### src/hdl/pcg_pkg.sv
// Purpose: Shared constants and types for the peripheral and USB clock gating block
// Assumes: APB with 32-bit data; printed offsets are word indices, byte address = 4 * index
// Notes:   Registers are 16 bits wide in the low half of the data word

`default_nettype none

package pcg_pkg;
	localparam int ADDR_W = 18;

	// ---------------------------------------------------------------
	// Register indices (byte address = 4 * index)
	// ---------------------------------------------------------------
	localparam logic [15:0] IDX_RTC_PM    = 16'h1930;
	localparam logic [15:0] IDX_USB_SC    = 16'h1c32;
	localparam logic [15:0] IDX_CLK_STOP  = 16'h1c3a;
	localparam logic [15:0] IDX_GATE_ONE  = 16'h1c02;
	localparam logic [15:0] IDX_GATE_TWO  = 16'h1c03;
	localparam logic [15:0] IDX_CLK_SRC   = 16'h1c20;
	localparam logic [15:0] IDX_RTC_LO    = 16'h1900;
	localparam logic [15:0] IDX_RTC_HI    = 16'h19ff;

	// ---------------------------------------------------------------
	// Field positions, masks and reset values
	// ---------------------------------------------------------------
	localparam int NUM_STOP = 3;            // External memory, USB, serial port
	localparam int STOP_USB = 1;
	localparam logic [15:0] STOP_REQ_MASK = 16'h0015;
	localparam logic [15:0] GATE_RESET    = 16'h0000;

	localparam int CS_BYPASS = 0;
	localparam int CS_SOURCE = 1;           // 0 external input, 1 RTC
	localparam int CS_PLL_PD = 2;
	localparam logic [15:0] CS_MASK  = 16'h0007;
	localparam logic [15:0] CS_RESET = 16'h0000;

	localparam int USB_PWDN = 15;
	localparam int USB_SESS = 14;
	localparam int USB_VBUS = 13;
	localparam int USB_PLLF = 12;
	localparam int USB_POL  = 6;
	localparam int USB_BIAS = 3;
	localparam int USB_OSC  = 2;
	localparam int USB_BYTE = 0;
	localparam logic [15:0] USB_MASK    = 16'hf04f;
	localparam logic [15:0] USB_RESET   = 16'ha04c;
	localparam logic [1:0]  BYTE_RSVD   = 2'h3;

	localparam int RTC_WU_OUT = 4;
	localparam int RTC_WAKEUP_PIN_DIRECTION = 3;
	localparam int RTC_CKO    = 0;
	localparam logic [15:0] RTC_MASK  = 16'h0019;
	localparam logic [15:0] RTC_RESET = 16'h0000;

	typedef enum logic [1:0] {SRC_PLL, SRC_EXT, SRC_RTC} pcg_clk_src_t;

	typedef struct packed {
		logic       powerDown;
		logic       sessionEndComparatorEn;
		logic       busVoltageDetectEn;
		logic       usbPllForceRelease;
		logic       usbLinePolarity;
		logic       usbOscBiasDisable;
		logic       usbOscDisable;
		logic [1:0] byteAccessSelect;
	} pcg_usb_ctl_t;

	typedef struct packed {
		logic out;
		logic oe;
	} pcg_od_pin_t;
endpackage : pcg_pkg

`default_nettype wire

### src/hdl/pcg_stop_ack.sv
// Purpose: Stop request / acknowledge handshake for one peripheral
// Assumes: moduleIdle comes from logic on the same clock
// Notes:   Acknowledge is sticky while the request stays high
`timescale 1ns/1ps
`default_nettype none

module pcg_stop_ack (
	// Clock and reset
	input  wire logic clk,
	input  wire logic rst_n,
	// Handshake
	input  wire logic stopReq,
	input  wire logic moduleIdle,
	output logic      stopAck
);
	import pcg_pkg::*;

	logic ack_reg;
	logic ack_next;

	always_comb begin
		// Idle may drop once stopped; hold the acknowledge anyway
		ack_next = stopReq & (ack_reg | moduleIdle);
	end

	always_ff @(posedge clk or negedge rst_n) begin
		if (!rst_n) begin
			ack_reg <= 1'b0;
		end else begin
			ack_reg <= ack_next;
		end
	end

	assign stopAck = ack_reg;
endmodule : pcg_stop_ack
`default_nettype wire

### src/hdl/pcg_top.sv
// Purpose: APB register file and clock gating controls for peripheral and USB domains
// Assumes: Single clock; rtcCrystalOk and wakeIn are asynchronous pins
// Notes:   Zero-wait APB slave; read data captured in the setup cycle
//
// The APB interface to the registers was chosen for this implementation.
`timescale 1ns/1ps
`default_nettype none

module pcg_top (
	// Clock and reset
	input  wire logic                    clk,
	input  wire logic                    rst_n,
	// APB slave
	input  wire logic                    psel,
	input  wire logic                    penable,
	input  wire logic                    pwrite,
	input  wire logic [pcg_pkg::ADDR_W-1:0] paddr,
	input  wire logic [31:0]             pwdata,
	output logic      [31:0]             prdata,
	output logic                         pready,
	output logic                         pslverr,
	// Peripheral stop handshake
	input  wire logic [pcg_pkg::NUM_STOP-1:0] moduleIdle,
	output logic      [pcg_pkg::NUM_STOP-1:0] stopReq,
	// Peripheral clock gates, one = stopped
	output logic      [15:0]             periphGateOne,
	output logic      [15:0]             periphGateTwo,
	// Clock generator
	output pcg_pkg::pcg_clk_src_t        sysClkSel,
	output logic                         pllPowerDown,
	// USB domain controls
	output pcg_pkg::pcg_usb_ctl_t        usbCtl,
	// RTC domain
	input  wire logic                    rtcCrystalOk,
	input  wire logic                    wakeIn,
	output pcg_pkg::pcg_od_pin_t         wakePin,
	output logic                         wakeSense,
	output logic                         rtcClockOutEnable
);
	import pcg_pkg::*;

	// ---------------------------------------------------------------
	// Pin synchronisers
	// ---------------------------------------------------------------
	logic [1:0] xtalSync_reg;
	logic [1:0] wakeSync_reg;

	always_ff @(posedge clk or negedge rst_n) begin
		if (!rst_n) begin
			xtalSync_reg <= 2'b00;
			wakeSync_reg <= 2'b00;
		end else begin
			xtalSync_reg <= {xtalSync_reg[0], rtcCrystalOk};
			wakeSync_reg <= {wakeSync_reg[0], wakeIn};
		end
	end

	logic rtcPresent;
	assign rtcPresent = xtalSync_reg[1];

	// ---------------------------------------------------------------
	// Address decode
	// ---------------------------------------------------------------
	logic [15:0] idx;
	logic        aligned;
	logic        inRtc;
	logic        hit;

	assign idx     = paddr[17:2];
	assign aligned = (paddr[1:0] == 2'b00);
	assign inRtc   = (idx >= IDX_RTC_LO) && (idx <= IDX_RTC_HI);

	always_comb begin
		// Whole RTC range drops away without its oscillator
		if (!aligned) begin
			hit = 1'b0;
		end else if (inRtc && !rtcPresent) begin
			hit = 1'b0;
		end else if (idx == IDX_RTC_PM) begin
			hit = 1'b1;
		end else if (idx == IDX_USB_SC) begin
			hit = 1'b1;
		end else if (idx == IDX_CLK_STOP) begin
			hit = 1'b1;
		end else if (idx == IDX_GATE_ONE) begin
			hit = 1'b1;
		end else if (idx == IDX_GATE_TWO) begin
			hit = 1'b1;
		end else if (idx == IDX_CLK_SRC) begin
			hit = 1'b1;
		end else begin
			hit = 1'b0;
		end
	end

	logic wrEn;
	assign wrEn    = psel && penable && pwrite && hit;
	assign pready  = 1'b1;
	assign pslverr = psel && penable && !hit;

	// ---------------------------------------------------------------
	// Register state
	// ---------------------------------------------------------------
	logic [15:0] stop_reg,  stop_next;
	logic [15:0] gone_reg,  gone_next;
	logic [15:0] gtwo_reg,  gtwo_next;
	logic [15:0] csrc_reg,  csrc_next;
	logic [15:0] usb_reg,   usb_next;
	logic [15:0] rtc_reg,   rtc_next;
	logic [31:0] rdata_reg, rdata_next;
	logic [NUM_STOP-1:0] stopAck;
	logic [15:0] stopView;

	always_comb begin
		stopView = stop_reg & STOP_REQ_MASK;
		for (int i = 0; i < NUM_STOP; i++) begin
			stopView[2*i+1] = stopAck[i];
		end
	end

	always_comb begin
		stop_next = stop_reg;
		gone_next = gone_reg;
		gtwo_next = gtwo_reg;
		csrc_next = csrc_reg;
		usb_next  = usb_reg;
		rtc_next  = rtc_reg;
		if (wrEn) begin
			if (idx == IDX_CLK_STOP) begin
				stop_next = pwdata[15:0] & STOP_REQ_MASK;
			end else if (idx == IDX_GATE_ONE) begin
				gone_next = pwdata[15:0];
			end else if (idx == IDX_GATE_TWO) begin
				gtwo_next = pwdata[15:0];
			end else if (idx == IDX_CLK_SRC) begin
				csrc_next = pwdata[15:0] & CS_MASK;
			end else if (idx == IDX_USB_SC) begin
				// Reserved bits dropped so they always read zero
				usb_next = pwdata[15:0] & USB_MASK;
				if (pwdata[USB_BYTE+1:USB_BYTE] == BYTE_RSVD) begin
					usb_next[USB_BYTE+1:USB_BYTE] = usb_reg[USB_BYTE+1:USB_BYTE];
				end
			end else if (idx == IDX_RTC_PM) begin
				rtc_next = pwdata[15:0] & RTC_MASK;
			end
		end
	end

	always_comb begin
		rdata_next = rdata_reg;
		if (psel && !penable) begin
			rdata_next = 32'h0000_0000;
			if (!hit) begin
				rdata_next = 32'h0000_0000;
			end else if (idx == IDX_CLK_STOP) begin
				rdata_next[15:0] = stopView;
			end else if (idx == IDX_GATE_ONE) begin
				rdata_next[15:0] = gone_reg;
			end else if (idx == IDX_GATE_TWO) begin
				rdata_next[15:0] = gtwo_reg;
			end else if (idx == IDX_CLK_SRC) begin
				rdata_next[15:0] = csrc_reg;
			end else if (idx == IDX_USB_SC) begin
				rdata_next[15:0] = usb_reg;
			end else if (idx == IDX_RTC_PM) begin
				rdata_next[15:0] = rtc_reg;
			end
		end
	end

	always_ff @(posedge clk or negedge rst_n) begin
		if (!rst_n) begin
			stop_reg  <= 16'h0000;
			gone_reg  <= GATE_RESET;
			gtwo_reg  <= GATE_RESET;
			csrc_reg  <= CS_RESET;
			usb_reg   <= USB_RESET;
			rtc_reg   <= RTC_RESET;
			rdata_reg <= 32'h0000_0000;
		end else begin
			stop_reg  <= stop_next;
			gone_reg  <= gone_next;
			gtwo_reg  <= gtwo_next;
			csrc_reg  <= csrc_next;
			usb_reg   <= usb_next;
			rtc_reg   <= rtc_next;
			rdata_reg <= rdata_next;
		end
	end

	assign prdata = rdata_reg;

	// ---------------------------------------------------------------
	// Stop handshakes, one per peripheral
	// ---------------------------------------------------------------
	genvar g;
	generate
		for (g = 0; g < NUM_STOP; g++) begin : gStop
			assign stopReq[g] = stop_reg[2*g];
			pcg_stop_ack uAck (
				.clk        (clk),
				.rst_n      (rst_n),
				.stopReq    (stopReq[g]),
				.moduleIdle (moduleIdle[g]),
				.stopAck    (stopAck[g])
			);
		end
	endgenerate

	// ---------------------------------------------------------------
	// Outputs
	// ---------------------------------------------------------------
	// Gates follow the register directly, no idle instruction needed
	assign periphGateOne = gone_reg;
	assign periphGateTwo = gtwo_reg;

	always_comb begin
		if (!csrc_reg[CS_BYPASS]) begin
			sysClkSel = SRC_PLL;
		end else if (csrc_reg[CS_SOURCE]) begin
			sysClkSel = SRC_RTC;
		end else begin
			sysClkSel = SRC_EXT;
		end
	end

	// Bypass leaves the PLL running; only its own power-down stops it
	assign pllPowerDown = csrc_reg[CS_PLL_PD];

	assign usbCtl.powerDown              = usb_reg[USB_PWDN];
	assign usbCtl.sessionEndComparatorEn = usb_reg[USB_SESS];
	assign usbCtl.busVoltageDetectEn     = usb_reg[USB_VBUS];
	assign usbCtl.usbPllForceRelease     = usb_reg[USB_PLLF];
	assign usbCtl.usbLinePolarity        = usb_reg[USB_POL];
	assign usbCtl.usbOscBiasDisable      = usb_reg[USB_BIAS];
	assign usbCtl.usbOscDisable          = usb_reg[USB_OSC];
	assign usbCtl.byteAccessSelect       = usb_reg[USB_BYTE+1:USB_BYTE];

	// Open drain: only ever pulls low
	assign wakePin.out = 1'b0;
	assign wakePin.oe  = rtc_reg[RTC_WAKEUP_PIN_DIRECTION] && !rtc_reg[RTC_WU_OUT];
	assign wakeSense   = !rtc_reg[RTC_WAKEUP_PIN_DIRECTION] && wakeSync_reg[1];
	assign rtcClockOutEnable = rtc_reg[RTC_CKO];
endmodule : pcg_top
`default_nettype wire

### config.mk
export PLATFORM = sky130hd
export DESIGN_NAME = pcg_top
export DESIGN_NICKNAME = d
export VERILOG_FILES = /design/src/hdl/pcg_pkg.sv /design/src/hdl/pcg_stop_ack.sv /design/src/hdl/pcg_top.sv
export SDC_FILE = /design/constraint.sdc
export NUM_CORES = 1
export LEC_CHECK = 0
export ABC_AREA = 0
export CAP_MARGIN = 40
export CORE_MARGIN = 1.5
export CORE_UTILIZATION = 54
export DETAILED_ROUTE_END_ITERATION = 6
export DONT_BUFFER_PORTS = 1
export PLACE_DENSITY_LB_ADDON = 0.1
export SLEW_MARGIN = 5
export SYNTH_ARGS = -nofsm -noshare
export SYNTH_HDL_FRONTEND = slang
export SYNTH_SLANG_ARGS = --single-unit
### constraint.sdc
create_clock -name clk -period 5.92 [get_ports clk]
set_input_delay 0.888 -clock clk [delete_from_list [all_inputs] [get_ports clk]]
set_output_delay 0.888 -clock clk [all_outputs]
set_load 0.01 [all_outputs]
== After elaboration in Yosys (flattened, before gate mapping) ==
Cells that the tools add are included.

* Input port bits: 60
* Output and inout bits: 85
* Flip-flop bits (word level): 73
* Word-level logic and storage cells: 73

* $lt $le $gt $ge: 2
* Equality and inequality tests: 7
* Reduce and logical (&&, ||, !) cells: 22
* Bitwise logic cells: 12
* Multiplexer cells: 17

{| class="wikitable"
|+ Operators with widths
! kind !! number
|-
| 16-bit by 13-bit equality test with 1-bit output, second input constant || 6
|-
| 16-bit two-way mux || 6
|-
| 16-bit by 13-bit greater-or-equal comparator with 1-bit output, second input constant || 1
|-
| 16-bit by 13-bit <= comparator with 1-bit output, second input constant || 1
|-
| 7-bit AND reduction || 2
|-
| 1-bit logical AND || 9
|-
| 1-bit two-way mux || 8
|-
| 1-bit NOT || 6
|-
| 6-bit AND reduction || 1
|-
| 1-bit logical NOT || 5
|-
| 5-bit two-way mux || 1
|-
| 5-bit AND reduction || 1
|-
| 2-bit two-way mux || 2
|-
| 4-bit AND reduction || 1
|-
| 1-bit bitwise AND || 3
|-
| 1-bit OR || 3
|-
| 3-bit AND reduction || 1
|-
| 2-bit equality test, second input constant || 1
|-
| 2-bit logical NOT || 1
|-
| 2-bit AND reduction || 1
|}

== Logic depth before layout (Yosys ltp) ==
Gate-level depths: netlist of run 1.

* Depth after elaboration: 11
* Mapped depth: 7
* Depth with buffers taken out: 5

== By module ==
Synthesis of run 1 repeated with hierarchy kept, for this count alone.

* Cell total of the unflattened synthesis: 302
* Area, all modules: 3672.3 sq um

{| class="wikitable"
|+ By module, submodules not included
! module !! cells an instance !! instances !! seq. area each (sq um) !! area an instance (sq um)
|-
| pcg_top || 296 || 1 || 1757.9 || 3574.7
|-
| pcg_stop_ack || 2 || 3 || 25.0 || 32.5
|}

== Worst setup path before layout of run 1 ==
No wires, ideal clock.

* Kind: input to output
* From: in paddr[3] (netlist name)
* To: out pslverr
* Stages on the path: 6
* Data required time: 5032 ps
* Arrival time: 2046 ps
* Path buffers: 1
* Setup slack: 2986 ps
* Cell sequence: buf_6 or4b_4 nor3_4 o21ai_2 a211oi_1 nor2_1

* Longest elaborated chain between the ends: 11
* Elaborated cells on any way between the ends: 20
* Classes of those cells: order compare: 2; eq/ne: 6; mux: 8; reduce/logical: 4

{| class="wikitable"
|+ RTL lines
! what !! RTL line !! source
|-
| start, declared || pcg_top.sv:17 || <nowiki>input wire logic [pcg_pkg::ADDR_W-1:0] paddr,</nowiki>
|-
| 16-bit by 13-bit equality test with 1-bit output || pcg_top.sv:89 || <nowiki>end else if (idx == IDX_CLK_SRC) begin</nowiki>
|-
| 1-bit two-way mux || pcg_top.sv:89 ||
|-
| 1-bit two-way mux || pcg_top.sv:87 || <nowiki>end else if (idx == IDX_GATE_TWO) begin</nowiki>
|-
| 1-bit two-way mux || pcg_top.sv:85 || <nowiki>end else if (idx == IDX_GATE_ONE) begin</nowiki>
|-
| 1-bit two-way mux || pcg_top.sv:83 || <nowiki>end else if (idx == IDX_CLK_STOP) begin</nowiki>
|-
| 1-bit two-way mux || pcg_top.sv:81 || <nowiki>end else if (idx == IDX_USB_SC) begin</nowiki>
|-
| 1-bit two-way mux || pcg_top.sv:79 || <nowiki>end else if (idx == IDX_RTC_PM) begin</nowiki>
|-
| 1-bit two-way mux * || pcg_top.sv:77 || <nowiki>end else if (inRtc && !rtcPresent) begin</nowiki>
|-
| 1-bit two-way mux * || pcg_top.sv:75 || <nowiki>if (!aligned) begin</nowiki>
|-
| 1-bit logical NOT * || -- ||
|-
| 1-bit logical AND * || pcg_top.sv:99 || <nowiki>assign pslverr = psel && penable && !hit;</nowiki>
|-
| end, declared || pcg_top.sv:21 || <nowiki>output logic pslverr,</nowiki>
|}

Every way passes the cells marked *; elsewhere a longest branch is shown, timed or not.

== Final worst setup path of run 1 ==
Ends and elaborated chain as after synthesis.

==> metrics.txt, run 1 <==
cells along the critical path=nor3b_1 -> o211a_1 -> a31oi_1 -> a211oi_1 -> nor2_1; Cells after Synth=303; Final min period=3.133 ns; fmax=319.1 MHz; post-CTS setup buffers=0; Clock Latency Late Sink=0.35 ns; FF-to-FF Start=xtalSync_reg[1]$_DFF_PN0_; Final Hold Vio Count=0; hold buffers post-CTS=0; synth top area cells=dfrtp_1, mux2_2, buf_4; crit share post-route=52.93%; Max transition margin=41.32%; worst setup path class=in -> out; CP max FO=10; post-synth top area share=46.59%; area grow syn2layout=5.070%; htree depth=3; drt wl/cell=22.12 um; clock sink count=73; routability cong.=0.8027; peak supply drop=0.0001818 V; asr flop ratio synth=100.0%; top-count cell post-synth=dfrtp_1; final wirelength=8493 um; Hold WC Path Type=in -> async; Power Dens Cells=249.2 mW/mm^2; Worst EP required=5.03 ns; Seq cells post-synth=73; share of cells above drive strength 1=28.01%; largest area contributor in the netlist=dfrtp_1; max cap viols=0; die width=85.24 um; residual DRC count=13; overall global routing resource usage=24.57%; Leak=1.730 nW; post-synthesis sequential area ratio=50.19%; CP startpoint kind=input pin; Yosys Warn Count=0; Die H=85.24 um; fin area=0.003837 sq mm; status=finished with violations; Crit. End Element=output port; drt first-iter violations=173; post-route ant nets=0; CP max stage delay=0.58 ns; Reg2Reg Depth=5; largest net degree at the start of global routing=74; Pins Over Slew Limit=0; unrepaired setup endpoints after global routing=no; # port buffers=0; vias in the first global route=2463; number of synthesized flops with an enable pin=0; core region area=0.006459 sq mm; vias per cell=6.417; Setup violations, final=0; # diodes=0; Nets=362; Mean Syn Cell Area=12.05 sq um; DIE AREA=0.007266 sq mm; critical path's slowest cell=nor3b_1; Clock Skew=0.008174 ns; post_cts resized=0; R2R Setup Slk=3.91 ns; Mapped Area=0.003652 sq mm; Vias=2464; Starting Density=56.55%; clk buf depth=2; top_reg_cell synth=dfrtp_1; Rows=29; violated checks=design-rule violations; Synth cell types=63; CTS tree=built; power after layout=0.0009562 W; Inserted Clock Buffers=9; Slew @ Worst Pin=0.8764 ns; first-pass GRT wire length=13430 um; clock slew at reported path FFs=0.08 ns; HPWL Detailed=5980 um; Worst R2R End=periphGateOne[14]$_DFFE_PN0P_; setup_tns=0 ns; Root Buffer=clkbuf_8; DP Area=0.003617 sq mm; grt ovf=0; Worst EP arrival=2.25 ns; # IOs=145; Post-synth top cells=dfrtp_1, mux2_2, buf_4, nand2_1, o21ai_0; First-pass DRT Iterations=7; initial antenna violation count=0; # fillers=546
## cells in the final DEF, fill, tap and decap left out, types with 7 or more instances in the layout
cell,Yosys,routed
nor2_1,7,7
mux2_2,45,45
o21ai_0,15,15
conb_1,2,18
nand2_1,22,22
dfrtp_1,68,68
clkbuf_8,0,10
## per-stage QoR
step / hold slack (ns) / instances / utilization [%] / worst slack, ns
floorplan: 0.3312 / 319 / - / 2.986
global placement: 0.3338 / 367 / 55.77 / 2.635
detailed placement: 0.3364 / 368 / 56.01 / 2.837
CTS: 0.2164 / 384 / 59.41 / 2.835
global route: 0.2084 / 384 / 59.41 / 2.761
finish: 0.2271 / 384 / 59.41 / 2.787
## metal layers
metal | track usage [%] | part of all wire, % | vias up
met3 | 8.560 | 11 | 15
met5 | 0 | 0 | -
met4 | 9.389 | 1.9 | 0
met2 | 35.57 | 45 | 135
met1 | 34.17 | 43 | 1216
li1 | - | - | 1098
## worst max-delay path by stage
stage	startpoint	endpoint	cells after the start
floorplan	paddr[3]	pslverr	6
global placement	paddr[5]	periphGateOne[7]$_DFFE_PN0P_	4
CTS	paddr[9]	pslverr	5
global route	paddr[9]	pslverr	5
detailed placement	paddr[9]	pslverr	5
finish	paddr[3]	pslverr	5
## layout make-up
type | count | area (sq um) | area share [%]
inverter | 1 | 3.754 | 0.09782
clock inverter | 5 | 78.83 | 2.054
timing repair buffer | 2 | 22.52 | 0.5869
tap | 77 | 96.34 | 2.511
sequential | 73 | 1833 | 47.77
multi-input combinational | 215 | 1662 | 43.30
clock buffer | 11 | 141.4 | 3.684
## worst max-delay path, delay by kind of cell
family,cells,cell delay [ns]
AND/OR/NAND/NOR,2,0.70
AO/OA/AOI/OAI,3,0.66
## cell families (layout without fill, tap and decap cells)
family	after synthesis	in the layout	synth area share [%]
AO/OA/AOI/OAI	61	61	12.74
buffers and inverters	31	19	5.961
flip-flops	73	73	50.19
multiplexers	48	48	14.77
other	2	18	0.2056
AND/OR/NAND/NOR	88	88	16.14
## where the power goes
| group | leakage [nW] | internal (W) | total, W | switching, W |
|---|---|---|---|---|
| Clock | 0.113 | 0.000248 | 0.000432 | 0.000184 |
| Sequential | 0.988 | 0.000500 | 0.000500 | 0.000000335 |
| Combinational | 0.629 | 0.00000781 | 0.0000236 | 0.0000158 |
No activity file was read; power rests on OpenSTA's default activity.
==> run 2, diff against run 1 <==
==> constraint.sdc (replaced) <==
create_clock -name clk -period 3.2 [get_ports clk]
set_input_delay 0.48 -clock clk [delete_from_list [all_inputs] [get_ports clk]]
set_output_delay 0.48 -clock clk [all_outputs]
set_load 0.01 [all_outputs]
==> metrics.txt, run 2 (synthesis gave the netlist of run 1 again) <==
residual DRC count=13; Worst EP arrival=1.82 ns; unrepaired setup endpoints after global routing=no; Worst R2R End=csrc_reg[1]$_DFFE_PN0P_; Reg2Reg Depth=5; fmax=435.7 MHz; drt wl/cell=21.67 um; Clock Skew=0.008011 ns; setup_tns=0 ns; crit share post-route=71.73%; NetSw=0.0003830 W; Core Util, Final=60.60%; Final min period=2.295 ns; R2R Setup Slk=1.27 ns; Hold WC Path Type=in -> async; Pins Over Slew Limit=0; Leak=1.771 nW; initial antenna violation count=0; CP max FO=10; Slew @ Worst Pin=0.9554 ns; htree depth=3; Inserted Clock Buffers=9; worst setup path class=in -> out; Clock Latency Late Sink=0.34 ns; Die H=85.24 um; status=finished with violations; Worst EP required=2.72 ns; crit path launch=paddr[3]; drt first-iter violations=137; Vias=2487; most frequent cells in the layout=dfrtp_1, mux2_2, nand2_1; Pint=0.001505 W; Final Hold Vio Count=7; routability cong.=0.8152; vias per cell=6.410; WHS=-0.01318 ns; Max transition margin=36.31%; final wirelength=8407 um; grt ovf=0; First-pass DRT Iterations=7; Crit. End Element=output port; Nets=366; overall global routing resource usage=24.62%; switching share of power=20.28%; core region area=0.006459 sq mm; max cap viols=0; clk buf depth=2; # port buffers=0; Clk pwr share=47.6%; clock sink count=73; FF-to-FF Start=xtalSync_reg[1]$_DFF_PN0_; # IOs=145; peak supply drop=0.0004148 V; Power Dens Cells=482.5 mW/mm^2; post-CTS setup buffers=0; commonest non-fill, non-tap cell in the layout=dfrtp_1; first-pass GRT wire length=13450 um; Rows=29; clock slew at reported path FFs=0.08 ns; Comb power frac=3.4%; area grow syn2layout=7.160%; violated checks=design-rule violations, negative hold slack; share of cells above drive strength 1=28.94%; Root Buffer=clkbuf_8; post-route ant nets=0; # diodes=0; largest net degree at the start of global routing=74; CP startpoint kind=input pin; DIE AREA=0.007266 sq mm; vias in the first global route=2519; Setup violations, final=0; Starting Density=56.55%; Reg power frac=49.0%; die width=85.24 um; CTS tree=built; HPWL Detailed=6015 um
-- run 2: cell count changes in the layout (fill, tap and decap cells not counted) --
cell and change:
buf_16 +1, buf_4 +4, buf_8 -1, bufinv_16 +1, clkbuf_8 +1, clkinv_2 -2
-- run 2: power by group through the flow --
stage / Clock (W) / Combinational, W / Sequential [W]
finish: 0.000899 / 0.0000642 / 0.000925
global route: 0.000943 / 0.0000723 / 0.000925
CTS: 0.000913 / 0.0000648 / 0.000925
detailed placement: 0 / 0.0000427 / 0.000943
global placement: 0 / 0.0000426 / 0.000943
floorplan: 0 / 0.0000585 / 0.000943
-- run 2: worst max-delay path by stage --
stage                                                to  slack, ns  depth (start not counted)
after floorplan           periphGateTwo[10]$_DFFE_PN0P_       0.92                          5
after global placement            prdata[6]$_DFFE_PN0P_       0.76                          5
after detailed placement         prdata[13]$_DFFE_PN0P_       0.74                          5
after CTS                                       pslverr       0.94                          5
after global routing                            pslverr       0.81                          5
final                                           pslverr       0.90                          5
-- run 2: worst max-delay path, stage by stage --
cell and delay [ns]:
nor3b_1 0.52, o211a_1 0.29, a31oi_1 0.08, a211oi_1 0.32
nor2_1 0.12
-- run 2: timing repair --
action | 4_1_cts | 5_1_grt
endpoints found under the hold margin | 73 | 0
hold buffers | 1 | 0
resized for setup | 0 | 0
-- run 2: routing by layer --
layer / track usage [%] / vias up / wire length, um
li1: - / 1115 / -
met1: 33.42 / 1232 / 3577
met2: 36.15 / 123 / 3800
met3: 8.171 / 17 / 832
met4: 10.88 / 0 / 197
met5: 0 / - / 0
-- run 2: final cells by class --
cell class | count | area (sq um)
Multi-Input combinational cell | 215 | 1662
Timing Repair Buffer | 6 | 65.06
Tap cell | 77 | 96.34
Fill cell | 540 | 2545
Sequential cell | 73 | 1833
Clock buffer | 12 | 155.1
Clock inverter | 4 | 98.84
Inverter | 1 | 3.754
-- run 2: through the flow --
stage	setup slack [ns]	instances	total power [W]	cell area, sq um
after CTS	0.9351	388	0.001904	3914
final	0.9046	388	0.001888	3914
after detailed placement	0.7450	371	0.0009861	3632
after global placement	0.7583	371	0.0009860	3632
after global routing	0.8053	388	0.001940	3914
after floorplan	0.9239	319	0.001002	3712
==> run 3, diff against run 2 <==
==> constraint.sdc (replaced) <==
create_clock -name clk -period 1.87 [get_ports clk]
set_input_delay 0.2805 -clock clk [delete_from_list [all_inputs] [get_ports clk]]
set_output_delay 0.2805 -clock clk [all_outputs]
set_load 0.01 [all_outputs]
==> metrics.txt, run 3 (synthesis gave the netlist of run 1 again) <==
worst setup path class=reg -> reg; violated checks=design-rule violations, negative hold slack; Vias=2619; Power Dens Cells=674.7 mW/mm^2; First-pass DRT Iterations=7; Nets=401; clock sink count=73; Slew @ Worst Pin=0.6206 ns; Reg2Reg Depth=6; status=finished with violations; DP Area=0.004010 sq mm; overall global routing resource usage=26.14%; Max transition margin=58.24%; Setup violations, final=0; post-route ant nets=0; # port buffers=0; fmax=551.3 MHz; initial antenna violation count=0; drt wl/cell=21.44 um; area grow syn2layout=18.19%; WHS=-0.3929 ns; # diodes=0; most frequent cells in the layout=dfrtp_1, buf_4, mux2_2; final wirelength=9068 um; routability cong.=0.8897; first-pass GRT wire length=14230 um; DP Worst Slack=-0.1462 ns; fin area=0.004317 sq mm; Die H=85.24 um; Root Buffer=clkbuf_8; CP startpoint kind=register; Final min period=1.814 ns; Crit. End Element=register; commonest non-fill, non-tap cell in the layout=dfrtp_1; Pins Over Slew Limit=0; htree depth=3; Worst EP required=2.11 ns; share of cells above drive strength 1=39.88%; crit share post-route=97.01%; max cap viols=0; Starting Density=56.55%; clock slew at reported path FFs=0.08 ns; CP max FO=8; die width=85.24 um; FF-to-FF Start=xtalSync_reg[1]$_DFF_PN0_; Worst EP arrival=2.05 ns; Core Util, Final=66.83%; Rows=29; core region area=0.006459 sq mm; R2R Setup Slk=0.06 ns; peak supply drop=0.0006699 V; Final Hold Vio Count=73; setup slack after layout=0.05595 ns; largest net degree at the start of global routing=74; residual DRC count=9; # IOs=145; power after layout=0.002912 W; Leak=1.944 nW; Inserted Clock Buffers=9; Clock Skew=0.009502 ns; vias per cell=6.191; grt ovf=0; drt first-iter violations=211; CTS tree=built; Worst R2R End=periphGateOne[5]$_DFFE_PN0P_; clk buf depth=2; vias in the first global route=2671; Clock Latency Late Sink=0.36 ns; HPWL Detailed=6593 um; Final Non-Filler Cells=423; Hold WC Path Type=in -> async; placed cell count=403; hold buffers post-CTS=2; DIE AREA=0.007266 sq mm; # fillers=485
run 3: cell count changes in the layout (fill, tap and decap cells not counted), sizes merged:
cell and delta:
buf +33, bufinv -2, clkbuf -2, dlygate4sd3 +2, inv +2, clkinv +1, clkinvlp +1
run 3: metrics by stage:
stage | setup TNS [ns] | hold WS (ns)
after floorplan | -1.226 | -0.01509
after global placement | -2.753 | -0.01390
after detailed placement | -2.938 | -0.01420
after CTS | 0 | -0.3995
after global routing | -0.009633 | -0.4111
final | 0 | -0.3929
run 3: worst max-delay path, stage by stage, from the launching register on:
cell,delay [ns]
dfrtp_1,0.35
nor3b_2,0.05
a311o_2,0.43
buf_6,0.16
nor2_4,0.21
buf_12,0.18
mux2_4,0.30
run 3: area by class of cell:
type	count	area (sq um)	share of cell area, %
clock inverter	6	65.06	1.507
sequential	73	1833	42.46
clock buffer	10	127.6	2.957
tap	77	96.34	2.232
multi-input combinational	215	1812	41.97
inverter	1	3.754	0.08696
timing repair buffer	41	379.1	8.783
run 3: worst max-delay path by stage:
stage          cells past startpoint                 startpoint                             to  slack, ns
4_1_cts                            6  xtalSync_reg[1]$_DFF_PN0_   periphGateOne[8]$_DFFE_PN0P_       0.01
3_3_place_gp                       6                   paddr[9]          prdata[2]$_DFFE_PN0P_      -0.14
3_5_place_dp                       5                   paddr[5]          prdata[2]$_DFFE_PN0P_      -0.15
2_1_floorplan                      5                   paddr[3]  periphGateTwo[10]$_DFFE_PN0P_      -0.14
6_report                           6  xtalSync_reg[1]$_DFF_PN0_   periphGateOne[5]$_DFFE_PN0P_       0.06
5_1_grt                            6  xtalSync_reg[1]$_DFF_PN0_   periphGateOne[5]$_DFFE_PN0P_      -0.01
run 3: power breakdown:
part / internal, W / total, W / switching, W
logic: 0.0000425 / 0.0000982 / 0.0000557
clock network: 0.000621 / 0.00123 / 0.000610
registers: 0.00158 / 0.00158 / 0.00000141
run 3: timing repair:
action / in CTS / in global routing
cloned: 0 / 0
setup endpoints to repair: 4 / 24
buffers inserted: 3 / 0
hold endpoints to repair: 75 / 73
gates resized for setup: 4 / 16
pin swaps: 5 / 2
run 3: routing by layer:
layer	GRT usage [%]	share of wire [%]
met1	34.81	43
met2	41.05	48
met3	8.171	7.4
met4	8.346	1.9
met5	0	0
